### config.mk
export PLATFORM = sky130hd
export DESIGN_NAME = srcl_service_request
export DESIGN_NICKNAME = d
export VERILOG_FILES = /design/src/srcl_pkg.sv /design/src/srcl_service_request.sv
export SDC_FILE = /design/constraint.sdc
export NUM_CORES = 1
export LEC_CHECK = 0
export ABC_AREA = 0
export BUFFER_PORTS_ARGS = -buffer_cell sky130_fd_sc_hd__buf_2
export CAP_MARGIN = 5
export CORE_MARGIN = 1.5
export CORE_UTILIZATION = 55
export DETAILED_ROUTE_END_ITERATION = 10
export PLACE_DENSITY_LB_ADDON = 0.15
export SLEW_MARGIN = 25
export SYNTH_ARGS = -nofsm -noshare
export SYNTH_HDL_FRONTEND = slang
export SYNTH_SLANG_ARGS = --single-unit
### constraint.sdc
create_clock -name mclk -period 7.3 [get_ports mclk]
set_input_delay 1.825 -clock mclk [delete_from_list [all_inputs] [get_ports mclk]]
set_output_delay 1.825 -clock mclk [all_outputs]
set_load 0.1 [all_outputs]
### src/srcl_pkg.sv
// Shared types and constants of the service request chain logic.
// Assumes a single 200 MHz clock and a synchronous active-high reset.
package srcl_pkg;

    // ------------------------------------------------------------------
    // Levels
    // ------------------------------------------------------------------
    localparam int unsigned NUM_LEVELS = 3;
    localparam int unsigned LVL_RX     = 0;
    localparam int unsigned LVL_TX     = 1;
    localparam int unsigned LVL_MODEM  = 2;

    // ------------------------------------------------------------------
    // Receive queue
    // ------------------------------------------------------------------
    localparam int unsigned RXQ_DEPTH     = 8;
    localparam int unsigned RXQ_PTR_W     = 3;
    localparam int unsigned RXQ_CNT_W     = 4;
    localparam logic [3:0]  RXQ_CNT_RESET = 4'h0;
    localparam logic [2:0]  RXQ_PTR_RESET = 3'h0;

    // ------------------------------------------------------------------
    // Reset values and synchroniser length
    // ------------------------------------------------------------------
    localparam logic [2:0]  LVL_RESET  = 3'h0;
    localparam logic        ACK_IDLE_N = 1'b1;
    localparam logic [2:0]  LINE_IDLE  = 3'h7;
    localparam int unsigned SYNC_LEN   = 2;

    // ------------------------------------------------------------------
    // Per-level controller states
    // ------------------------------------------------------------------
    typedef enum logic [3:0] {
        SRCL_IDLE    = 4'h1,
        SRCL_REQUEST = 4'h2,
        SRCL_FORWARD = 4'h4,
        SRCL_HOLD    = 4'h8
    } srcl_state_t;

    // Status of one received character.
    typedef struct packed {
        logic error;
        logic special;
        logic line_break;
        logic timeout;
    } srcl_rx_status_t;

endpackage : srcl_pkg

### src/srcl_service_request.sv
// Service request chain logic for three request levels of a serial
// communications controller, with the receive queue that feeds level 0.
// Assumes the level comparator, software acknowledge reads and the core
// service flags come from logic on mclk; chain and line pins are async.
//
// What this block does
// - Three independent request levels, receive, transmit and modem, each with own output.
// - Four-state controller per level; idle goes to request, else forward on match.
// - Software acknowledge read acts like a chain acknowledge with a comparator match for that level.
// - Requesting drives the request line; acknowledge with match moves to holding.
// - Acknowledge without match while requesting waits, never forwarded down the chain.
// - Forwarding drives acknowledge-out, stays while acknowledge-in active, then idle.
// - Holding drives internal grant, returns idle once acknowledge-in goes away.
// - Per-level acknowledge-outs merge into the single chain acknowledge-out.
// - Chain acknowledge-out never glitches active while levels decide.
// - Each request line is watched both as driven and as seen outside.
// - At acknowledge cycle end, differing values mean another requester shares the line.
// - After a difference, own request waits until the external line goes inactive.
// - Receive level returns clean-data or exception vector, both at receive priority.
// - Receive requests follow arrival order: clean before exception before later clean.
// - Exception character: error, special match, line break or time-out condition.
// - Clean-data request when the queue reaches threshold holding clean data.
// - Clean-data request below threshold when clean data waits and timer expires.
// - Clean-data request below threshold when clean data waits ahead of new exception.
// - Queue keeps filling during a request; count rises for every clean byte taken in while the queue is not full.
// - Host may read fewer bytes; request is raised again while a condition holds.

`timescale 1ns/10ps
`default_nettype none

module srcl_service_request #(
    parameter int unsigned DEPTH = srcl_pkg::RXQ_DEPTH   // receive queue depth
) (
    input  wire logic                      mclk,            // 200 MHz clock
    input  wire logic                      sys_rst,         // sync reset
    input  wire logic                      chain_ack_in_n,  // chain ack pin
    input  wire logic [2:0]                level_match,     // comparator hits
    input  wire logic [2:0]                sw_ack_rd,       // ack reg reads
    input  wire logic [2:0]                ack_cycle_done,  // ack cycle end
    input  wire logic [2:0]                eos_wr,          // end of service
    input  wire logic                      tx_pending,      // tx service due
    input  wire logic                      modem_pending,   // modem change due
    input  wire logic [2:0]                req_line_in,     // shared lines, low
    input  wire logic                      rx_push,         // char arrives
    input  wire srcl_pkg::srcl_rx_status_t rx_status,       // its status
    input  wire logic                      rx_pop,          // host reads char
    input  wire logic                      rx_timer_expired,// data timer pulse
    input  wire logic [3:0]                rx_threshold,    // queue threshold
    output logic [2:0]                     req_line_out,    // line drive value
    output logic [2:0]                     req_line_oe,     // line drive enable
    output logic [2:0]                     grant,           // internal grant
    output logic                           chain_ack_out_n, // chain ack out
    output logic [2:0]                     in_service,      // context per level
    output logic                           rx_vec_exception,// rx vector subtype
    output logic [3:0]                     rx_clean_count,  // clean bytes held
    output logic                           rx_full          // queue full
);

    // ------------------------------------------------------------------
    // Next-state function of one level controller
    // ------------------------------------------------------------------
    function automatic srcl_pkg::srcl_state_t lvl_next(
        input srcl_pkg::srcl_state_t cur,
        input logic                  req,
        input logic                  ack,
        input logic                  match
    );
        srcl_pkg::srcl_state_t nxt;
        nxt = cur;
        unique case (cur)
            srcl_pkg::SRCL_IDLE: begin
                if (req) begin
                    nxt = srcl_pkg::SRCL_REQUEST;
                end else if (ack && match) begin
                    nxt = srcl_pkg::SRCL_FORWARD;
                end
            end
            srcl_pkg::SRCL_REQUEST: begin
                // A foreign acknowledge leaves us waiting here.
                if (ack && match) begin
                    nxt = srcl_pkg::SRCL_HOLD;
                end
            end
            srcl_pkg::SRCL_FORWARD: begin
                if (!ack) begin
                    nxt = srcl_pkg::SRCL_IDLE;
                end
            end
            srcl_pkg::SRCL_HOLD: begin
                if (!ack) begin
                    nxt = srcl_pkg::SRCL_IDLE;
                end
            end
            default: nxt = srcl_pkg::SRCL_IDLE;
        endcase
        return nxt;
    endfunction

    // Wrap-around increment of a queue pointer.
    function automatic logic [2:0] ptr_inc(input logic [2:0] p);
        return (p == 3'(DEPTH - 1)) ? 3'h0 : 3'(p + 3'h1);
    endfunction

    // ------------------------------------------------------------------
    // Pin synchronisers
    // ------------------------------------------------------------------
    logic [srcl_pkg::SYNC_LEN-1:0] ack_sync;
    logic [2:0]                    line_meta;
    logic [2:0]                    line_ext_n;

    always_ff @(posedge mclk) begin
        if (sys_rst) begin
            ack_sync   <= {srcl_pkg::SYNC_LEN{srcl_pkg::ACK_IDLE_N}};
            line_meta  <= srcl_pkg::LINE_IDLE;
            line_ext_n <= srcl_pkg::LINE_IDLE;
        end else begin
            ack_sync   <= {ack_sync[0], chain_ack_in_n};
            line_meta  <= req_line_in;
            line_ext_n <= line_meta;
        end
    end

    // Software reads act as a one-cycle acknowledge with a forced match.
    wire       ack_hw     = ~ack_sync[srcl_pkg::SYNC_LEN-1];
    wire       ack_any    = ack_hw | (|sw_ack_rd);
    wire [2:0] match_eff  = level_match | sw_ack_rd;

    // ------------------------------------------------------------------
    // Receive queue: one exception bit per entry, kept in arrival order
    // ------------------------------------------------------------------
    logic [DEPTH-1:0] q_exc;
    logic [2:0]       q_head;
    logic [2:0]       q_tail;
    logic [3:0]       q_fill;
    logic             timer_hit;

    wire rx_exc_in = rx_status.error | rx_status.special |
                     rx_status.line_break | rx_status.timeout;
    wire q_empty   = (q_fill == srcl_pkg::RXQ_CNT_RESET);
    wire q_full    = (q_fill == 4'(DEPTH));
    wire do_push   = rx_push & ~q_full;
    // The host may only drain inside a receive context.
    wire do_pop    = rx_pop & ~q_empty & in_service[srcl_pkg::LVL_RX];
    wire head_exc  = ~q_empty & q_exc[q_head];
    wire head_clean = ~q_empty & ~q_exc[q_head];

    // Exception present anywhere among held entries; with a clean head it
    // must sit behind clean data.
    logic exc_behind;
    always_comb begin
        exc_behind = 1'b0;
        for (int i = 0; i < DEPTH; i++) begin
            if (4'(i) < q_fill) begin
                exc_behind = exc_behind | q_exc[3'(q_head + 3'(i))];
            end
        end
    end

    wire thr_hit   = head_clean & (rx_clean_count >= rx_threshold);
    wire tmr_cond  = head_clean & timer_hit;
    wire exc_cond  = head_clean & exc_behind;
    wire clean_req = thr_hit | tmr_cond | exc_cond;
    // Exceptions are only requested once the clean run ahead is gone.
    wire rx_pending = clean_req | head_exc;

    always_ff @(posedge mclk) begin
        if (sys_rst) begin
            q_exc  <= '0;
            q_head <= srcl_pkg::RXQ_PTR_RESET;
            q_tail <= srcl_pkg::RXQ_PTR_RESET;
        end else begin
            if (do_push) begin
                q_exc[q_tail] <= rx_exc_in;
                q_tail        <= ptr_inc(q_tail);
            end
            if (do_pop) begin
                q_head <= ptr_inc(q_head);
            end
        end
    end

    wire       clean_in  = do_push & ~rx_exc_in;
    wire       clean_out = do_pop & ~q_exc[q_head];
    wire [3:0] next_fill = 4'(q_fill + 4'(do_push) - 4'(do_pop));
    wire [3:0] next_clean = 4'(rx_clean_count + 4'(clean_in) -
                               4'(clean_out));

    always_ff @(posedge mclk) begin
        if (sys_rst) begin
            q_fill         <= srcl_pkg::RXQ_CNT_RESET;
            rx_clean_count <= srcl_pkg::RXQ_CNT_RESET;
            rx_full        <= 1'b0;
        end else begin
            q_fill         <= next_fill;
            rx_clean_count <= next_clean;
            rx_full        <= (next_fill == 4'(DEPTH));
        end
    end

    // Level controller state, declared here because the receive logic
    // below looks at the receive level's transition.
    srcl_pkg::srcl_state_t st      [srcl_pkg::NUM_LEVELS];
    srcl_pkg::srcl_state_t next_st [srcl_pkg::NUM_LEVELS];

    // Vector subtype fixed when the receive level takes its acknowledge.
    wire rx_vec_next = head_exc;

    // The timer event is kept until clean data is taken into service; that grant
    // clears it, so after a partial drain only threshold or a waiting exception requests again.
    wire rx_granted = (st[srcl_pkg::LVL_RX] == srcl_pkg::SRCL_REQUEST) &&
                      (next_st[srcl_pkg::LVL_RX] == srcl_pkg::SRCL_HOLD);

    always_ff @(posedge mclk) begin
        if (sys_rst) begin
            timer_hit <= 1'b0;
        end else if (rx_timer_expired && head_clean) begin
            timer_hit <= 1'b1;
        end else if (!head_clean || (rx_granted && !rx_vec_next)) begin
            timer_hit <= 1'b0;
        end
    end

    always_ff @(posedge mclk) begin
        if (sys_rst) begin
            rx_vec_exception <= 1'b0;
        end else if (rx_granted) begin
            rx_vec_exception <= rx_vec_next;
        end
    end

    // ------------------------------------------------------------------
    // Fair share hold-off per shared line
    // ------------------------------------------------------------------
    logic [2:0] share_hold;
    // Own drive is released once granted; a line still low outside then
    // belongs to another requester.
    wire [2:0] line_int_n  = ~req_line_oe;
    wire [2:0] line_differ = line_int_n ^ line_ext_n;
    wire [2:0] next_hold   = (share_hold | (ack_cycle_done & line_differ))
                             & ~(share_hold & line_ext_n);

    always_ff @(posedge mclk) begin
        if (sys_rst) begin
            share_hold <= srcl_pkg::LVL_RESET;
        end else begin
            share_hold <= next_hold;
        end
    end

    // ------------------------------------------------------------------
    // Service context per level
    // ------------------------------------------------------------------
    wire [2:0] core_pending = {modem_pending, tx_pending, rx_pending};
    // A level in context stays quiet until end-of-service pops it; the
    // pop reaches the request line two clocks later.
    wire [2:0] lvl_req = core_pending & ~in_service & ~share_hold;
    wire [2:0] next_ctx;

    // ------------------------------------------------------------------
    // Level controllers
    // ------------------------------------------------------------------
    logic [2:0]            next_oe;
    logic [2:0]            next_grant;
    logic [2:0]            next_pass;

    always_comb begin
        for (int l = 0; l < srcl_pkg::NUM_LEVELS; l++) begin
            next_st[l]    = lvl_next(st[l], lvl_req[l], ack_any,
                                     match_eff[l]);
            next_oe[l]    = (next_st[l] == srcl_pkg::SRCL_REQUEST);
            next_grant[l] = (next_st[l] == srcl_pkg::SRCL_HOLD);
            next_pass[l]  = (next_st[l] == srcl_pkg::SRCL_FORWARD);
        end
    end

    assign next_ctx = (in_service | (next_grant & ~grant)) & ~eos_wr;

    always_ff @(posedge mclk) begin
        if (sys_rst) begin
            for (int l = 0; l < srcl_pkg::NUM_LEVELS; l++) begin
                st[l] <= srcl_pkg::SRCL_IDLE;
            end
        end else begin
            for (int l = 0; l < srcl_pkg::NUM_LEVELS; l++) begin
                st[l] <= next_st[l];
            end
        end
    end

    // ------------------------------------------------------------------
    // Registered outputs
    // ------------------------------------------------------------------
    // Forwarding is entered only on a positive match, and the merged
    // output is a flop, so no decision window can show on the chain.
    always_ff @(posedge mclk) begin
        if (sys_rst) begin
            req_line_out    <= srcl_pkg::LVL_RESET;
            req_line_oe     <= srcl_pkg::LVL_RESET;
            grant           <= srcl_pkg::LVL_RESET;
            in_service      <= srcl_pkg::LVL_RESET;
            chain_ack_out_n <= srcl_pkg::ACK_IDLE_N;
        end else begin
            req_line_out    <= srcl_pkg::LVL_RESET;
            req_line_oe     <= next_oe;
            grant           <= next_grant;
            in_service      <= next_ctx;
            chain_ack_out_n <= ~(|next_pass);
        end
    end

endmodule : srcl_service_request

`default_nettype wire

==> impl_results.md <==
* Status: complete, no violations
* Yosys cell types at 52
* R2R depth at 8
* Crit path launch: rx_status[2]
* Clock tree buffer depth at 2
* Core area at 5920 um2
* Clock Tree Root: clkbuf_8
* Worst slew pin tran at 0.902 ns
* Synth Area in Adders at 0.0900
* Routed Antenna Nets at 0
* WHS Path Cells at 1
* CTS tree: yes
* Die height at 81.2 um
* Worst Hold Class: register to register
* Critical path startpoint category: input pin
* Post CTS Setup Buffer Count at 0
* Cell Chain, Critical Path: buf_2 > or4_1 > or2_2 > ha_1 > inv_1 > ha_1 > inv_1 > fa_1 > xor2_1 > nor2_1
* Dominant synthesized flop cell: dfxtp_1
* Average wire per standard cell at 14.0 um
* Max capacitance violation total at 0
* Drt via density at 5.68
* Endpoint class of the critical path: register
* First-pass GRT wire length at 11400 um
* # diodes at 0
* Hold path endpoint: ack_sync[1]
* Period minus WS final at 3.86 ns
* Post-synthesis sequential area ratio at 0.345
* Grt total ovfl at 0
* Cts repair resizes at 0
* Number of buffers created by CTS at 9
* Worst Path Arrival at 4.05 ns
* HPWL Detailed at 5050 um
* Asr flop ratio synth at 0
* Worst hold slack at 0.411 ns
* CTS Sinks at 58
* Largest net degree at the start of global routing at 53
* DRT iter0 DRCs at 86
* Slew headroom at 0.399
* Slowest-stage cell, CP: or4_1
* Synth Warn # at 0
* Filler cells at 512
* Routability cong. at 0.880
* Post-synthesis xor/xnor area fraction at 0.0286
* Final setup viols at 0
* Pre-CTS setup slack at 3.06 ns
* CP top delay family: simple AND/OR/NAND/NOR gates
* Synth-to-layout area growth at 12.1%
* Drt drc at 0
* All-layer global routing usage at 0.229
* FF-to-FF End: chain_ack_out_n
* PwrDens at 259 nW/um2
* Post-Route Setup TNS at 0 ns
* Synth Area in Simple Gates at 0.225
* Power Total at 0.000976 W
* IO Pins at 50
* Syn Std Cell Area at 3370 um2
* Syn Inst Count at 371
* Avg Cell Area, Syn at 9.07 um2
* Final Hold Fails at 0
* Fmax at 259 MHz
* Port-buffer cells at 46
* # hold bufs at CTS at 0
* Main combinational cell family by area after synthesis: simple AND/OR/NAND/NOR gates
* Die footprint at 6600 um2
* CP required at 7.49 ns
* Initial Util at 0.568
* Final Util at 0.637
* 1st-pass router iterations at 4
* Crit path buffers/inverters at 3
* Clock transition at path regs at 0.07 ns
* Worst vdd ir at 162 uV
* Initial antenna violation count at 0
* HP Start: ack_sync[0]
* Period utilisation layout at 0.529
* Worst skew pair latency at 0.33 ns
* Critical Path Fanout Max at 9
* Crit Path Class: input pin to register
* Via count at 2779
* Reg-to-reg startpoint: q_head[0]
* Die Wd at 81.2 um
* Vias in the first global route at 2491
* Final count of pins violating max slew at 0
* Number of synthesized flops with an enable pin at 0
* RSZ-0062 raised after global routing: false
* Nets at 463
* Max stage delay on crit path at 0.68 ns
* H-tree levels at 3
* Lkg Pwr at 1.57 nW
* Compound-Gate Fraction of Synth Area at 0.138
* Detailed Route WL at 6830 um
* Row count at 28
* Multiplexer area fraction after synthesis at 0.116
* Ratio of cells with drive above 1 in the final layout at 0.215
* R2r setup slk at 4.16 ns
* Fin worst setup slack at 3.44 ns
* Max Clock Skew at 0.00795 ns
* Seq cells post-synth at 58
flip-flops by register name, summed over array words and instances (netlist names):
name and cells:
st 12, q_exc 8, q_fill 4, rx_clean_count 4
grant 3, in_service 3, line_ext_n 3, line_meta 3
q_head 3, q_tail 3, req_line_oe 3, share_hold 3
ack_sync 2, chain_ack_out_n 1, rx_full 1, rx_vec_exception 1
timer_hit 1
placed cells by master, fill, tap and decap left out, drive strengths merged, types with 3 or more instances in the layout:
cell type / count
dfxtp: 58
buf: 46
nor2: 40
inv: 22
a21oi: 22
ha: 21
mux2i: 18
nand2: 13
o21ai: 13
nor3: 12
clkbuf: 12
or2: 11
nand3: 10
nor3b: 10
xor2: 8
nor2b: 8
mux4: 8
nand3b: 7
o211ai: 6
a2111oi: 5
nand2b: 5
nand4b: 4
nor4b: 4
xnor2: 3
or3b: 3
o22ai: 3
o21bai: 3
a211oi: 3
o21ba: 3
conb: 3
or4: 3
clkinv: 3
synthesized netlist by cell type (3+ instances only):
cell	n	area, um2
dfxtp_1	58	1160
nor2_1	40	150
a21oi_1	22	110
inv_1	22	82.6
ha_1	21	263
mux2i_1	18	180
clkbuf_1	14	52.6
nand2_1	13	48.8
nor3_1	12	60.1
o21ai_0	12	60.1
or2_2	11	68.8
nand3_1	10	50.1
nor3b_1	10	75.1
nor2b_1	8	50.1
xor2_1	8	70.1
nand3b_1	7	52.6
mux4_2	6	135
o211ai_1	6	45.0
a2111oi_0	5	43.8
buf_4	5	37.5
nand2b_1	5	31.3
nand4b_1	4	35.0
a211oi_1	3	22.5
nor4b_1	3	26.3
o21ba_2	3	30.0
o21bai_1	3	22.5
o22ai_1	3	18.8
or3b_2	3	26.3
xnor2_1	3	26.3
worst reg2reg max path: stages (launching register included):
cell	delay [ns]
dfxtp_1	0.77
inv_1	0.11
ha_1	0.43
mux4_2	0.55
nand3b_1	0.13
o211ai_1	0.11
or4_4	0.49
a22o_1	0.23
o211a_1	0.22
cell type report:
cell class / instances / area, um2 / share of cell area
timing repair buffer: 46 / 230 / 0.0610
tap: 75 / 93.8 / 0.0249
sequential: 58 / 1160 / 0.308
clock buffer: 12 / 155 / 0.0411
multi-input combinational: 272 / 2020 / 0.536
inverter: 22 / 82.6 / 0.0219
clock inverter: 4 / 26.3 / 0.00697
metal layers:
layer,global-route usage,part of all wire,vias up
li1,-,-,1398
met4,0.102,0.018,0
met5,0,0,-
met2,0.352,0.44,62
met1,0.311,0.50,1309
met3,0.0449,0.045,10
worst max-delay path by stage:
stage | end | slack [ns] | cells after the start
2_1_floorplan | rx_clean_count[2] | 3.34 | 10
3_3_place_gp | rx_clean_count[2] | 3.16 | 10
3_5_place_dp | rx_clean_count[2] | 3.06 | 10
4_1_cts | rx_clean_count[2] | 3.42 | 10
5_1_grt | rx_clean_count[2] | 3.29 | 10
6_report | rx_clean_count[2] | 3.44 | 10
cell families (layout without fill, tap and decap cells):
| kind of cell | count (synthesis) | count (layout) |
|---|---|---|
| XOR/XNOR | 11 | 11 |
| buffers and inverters | 43 | 84 |
| AO/OA/AOI/OAI | 71 | 71 |
| other | 1 | 3 |
| multiplexers | 28 | 28 |
| flip-flops | 58 | 58 |
| adder cells (fa/ha/maj) | 23 | 23 |
| AND/OR/NAND/NOR | 136 | 136 |
per-stage QoR:
stage	std cells	area, um2
2_1_floorplan	373	3370
3_3_place_gp	473	3590
3_5_place_dp	473	3590
4_1_cts	489	3770
5_1_grt	489	3770
6_report	489	3770
power breakdown:
part,leakage [nW],total [W],internal (W),switching (W)
logic,1.00,0.000307,0.000115,0.000192
clock network,0.0924,0.000268,0.000141,0.000127
registers,0.474,0.000401,0.000355,0.0000465
Power figures use the tool's default switching activity.
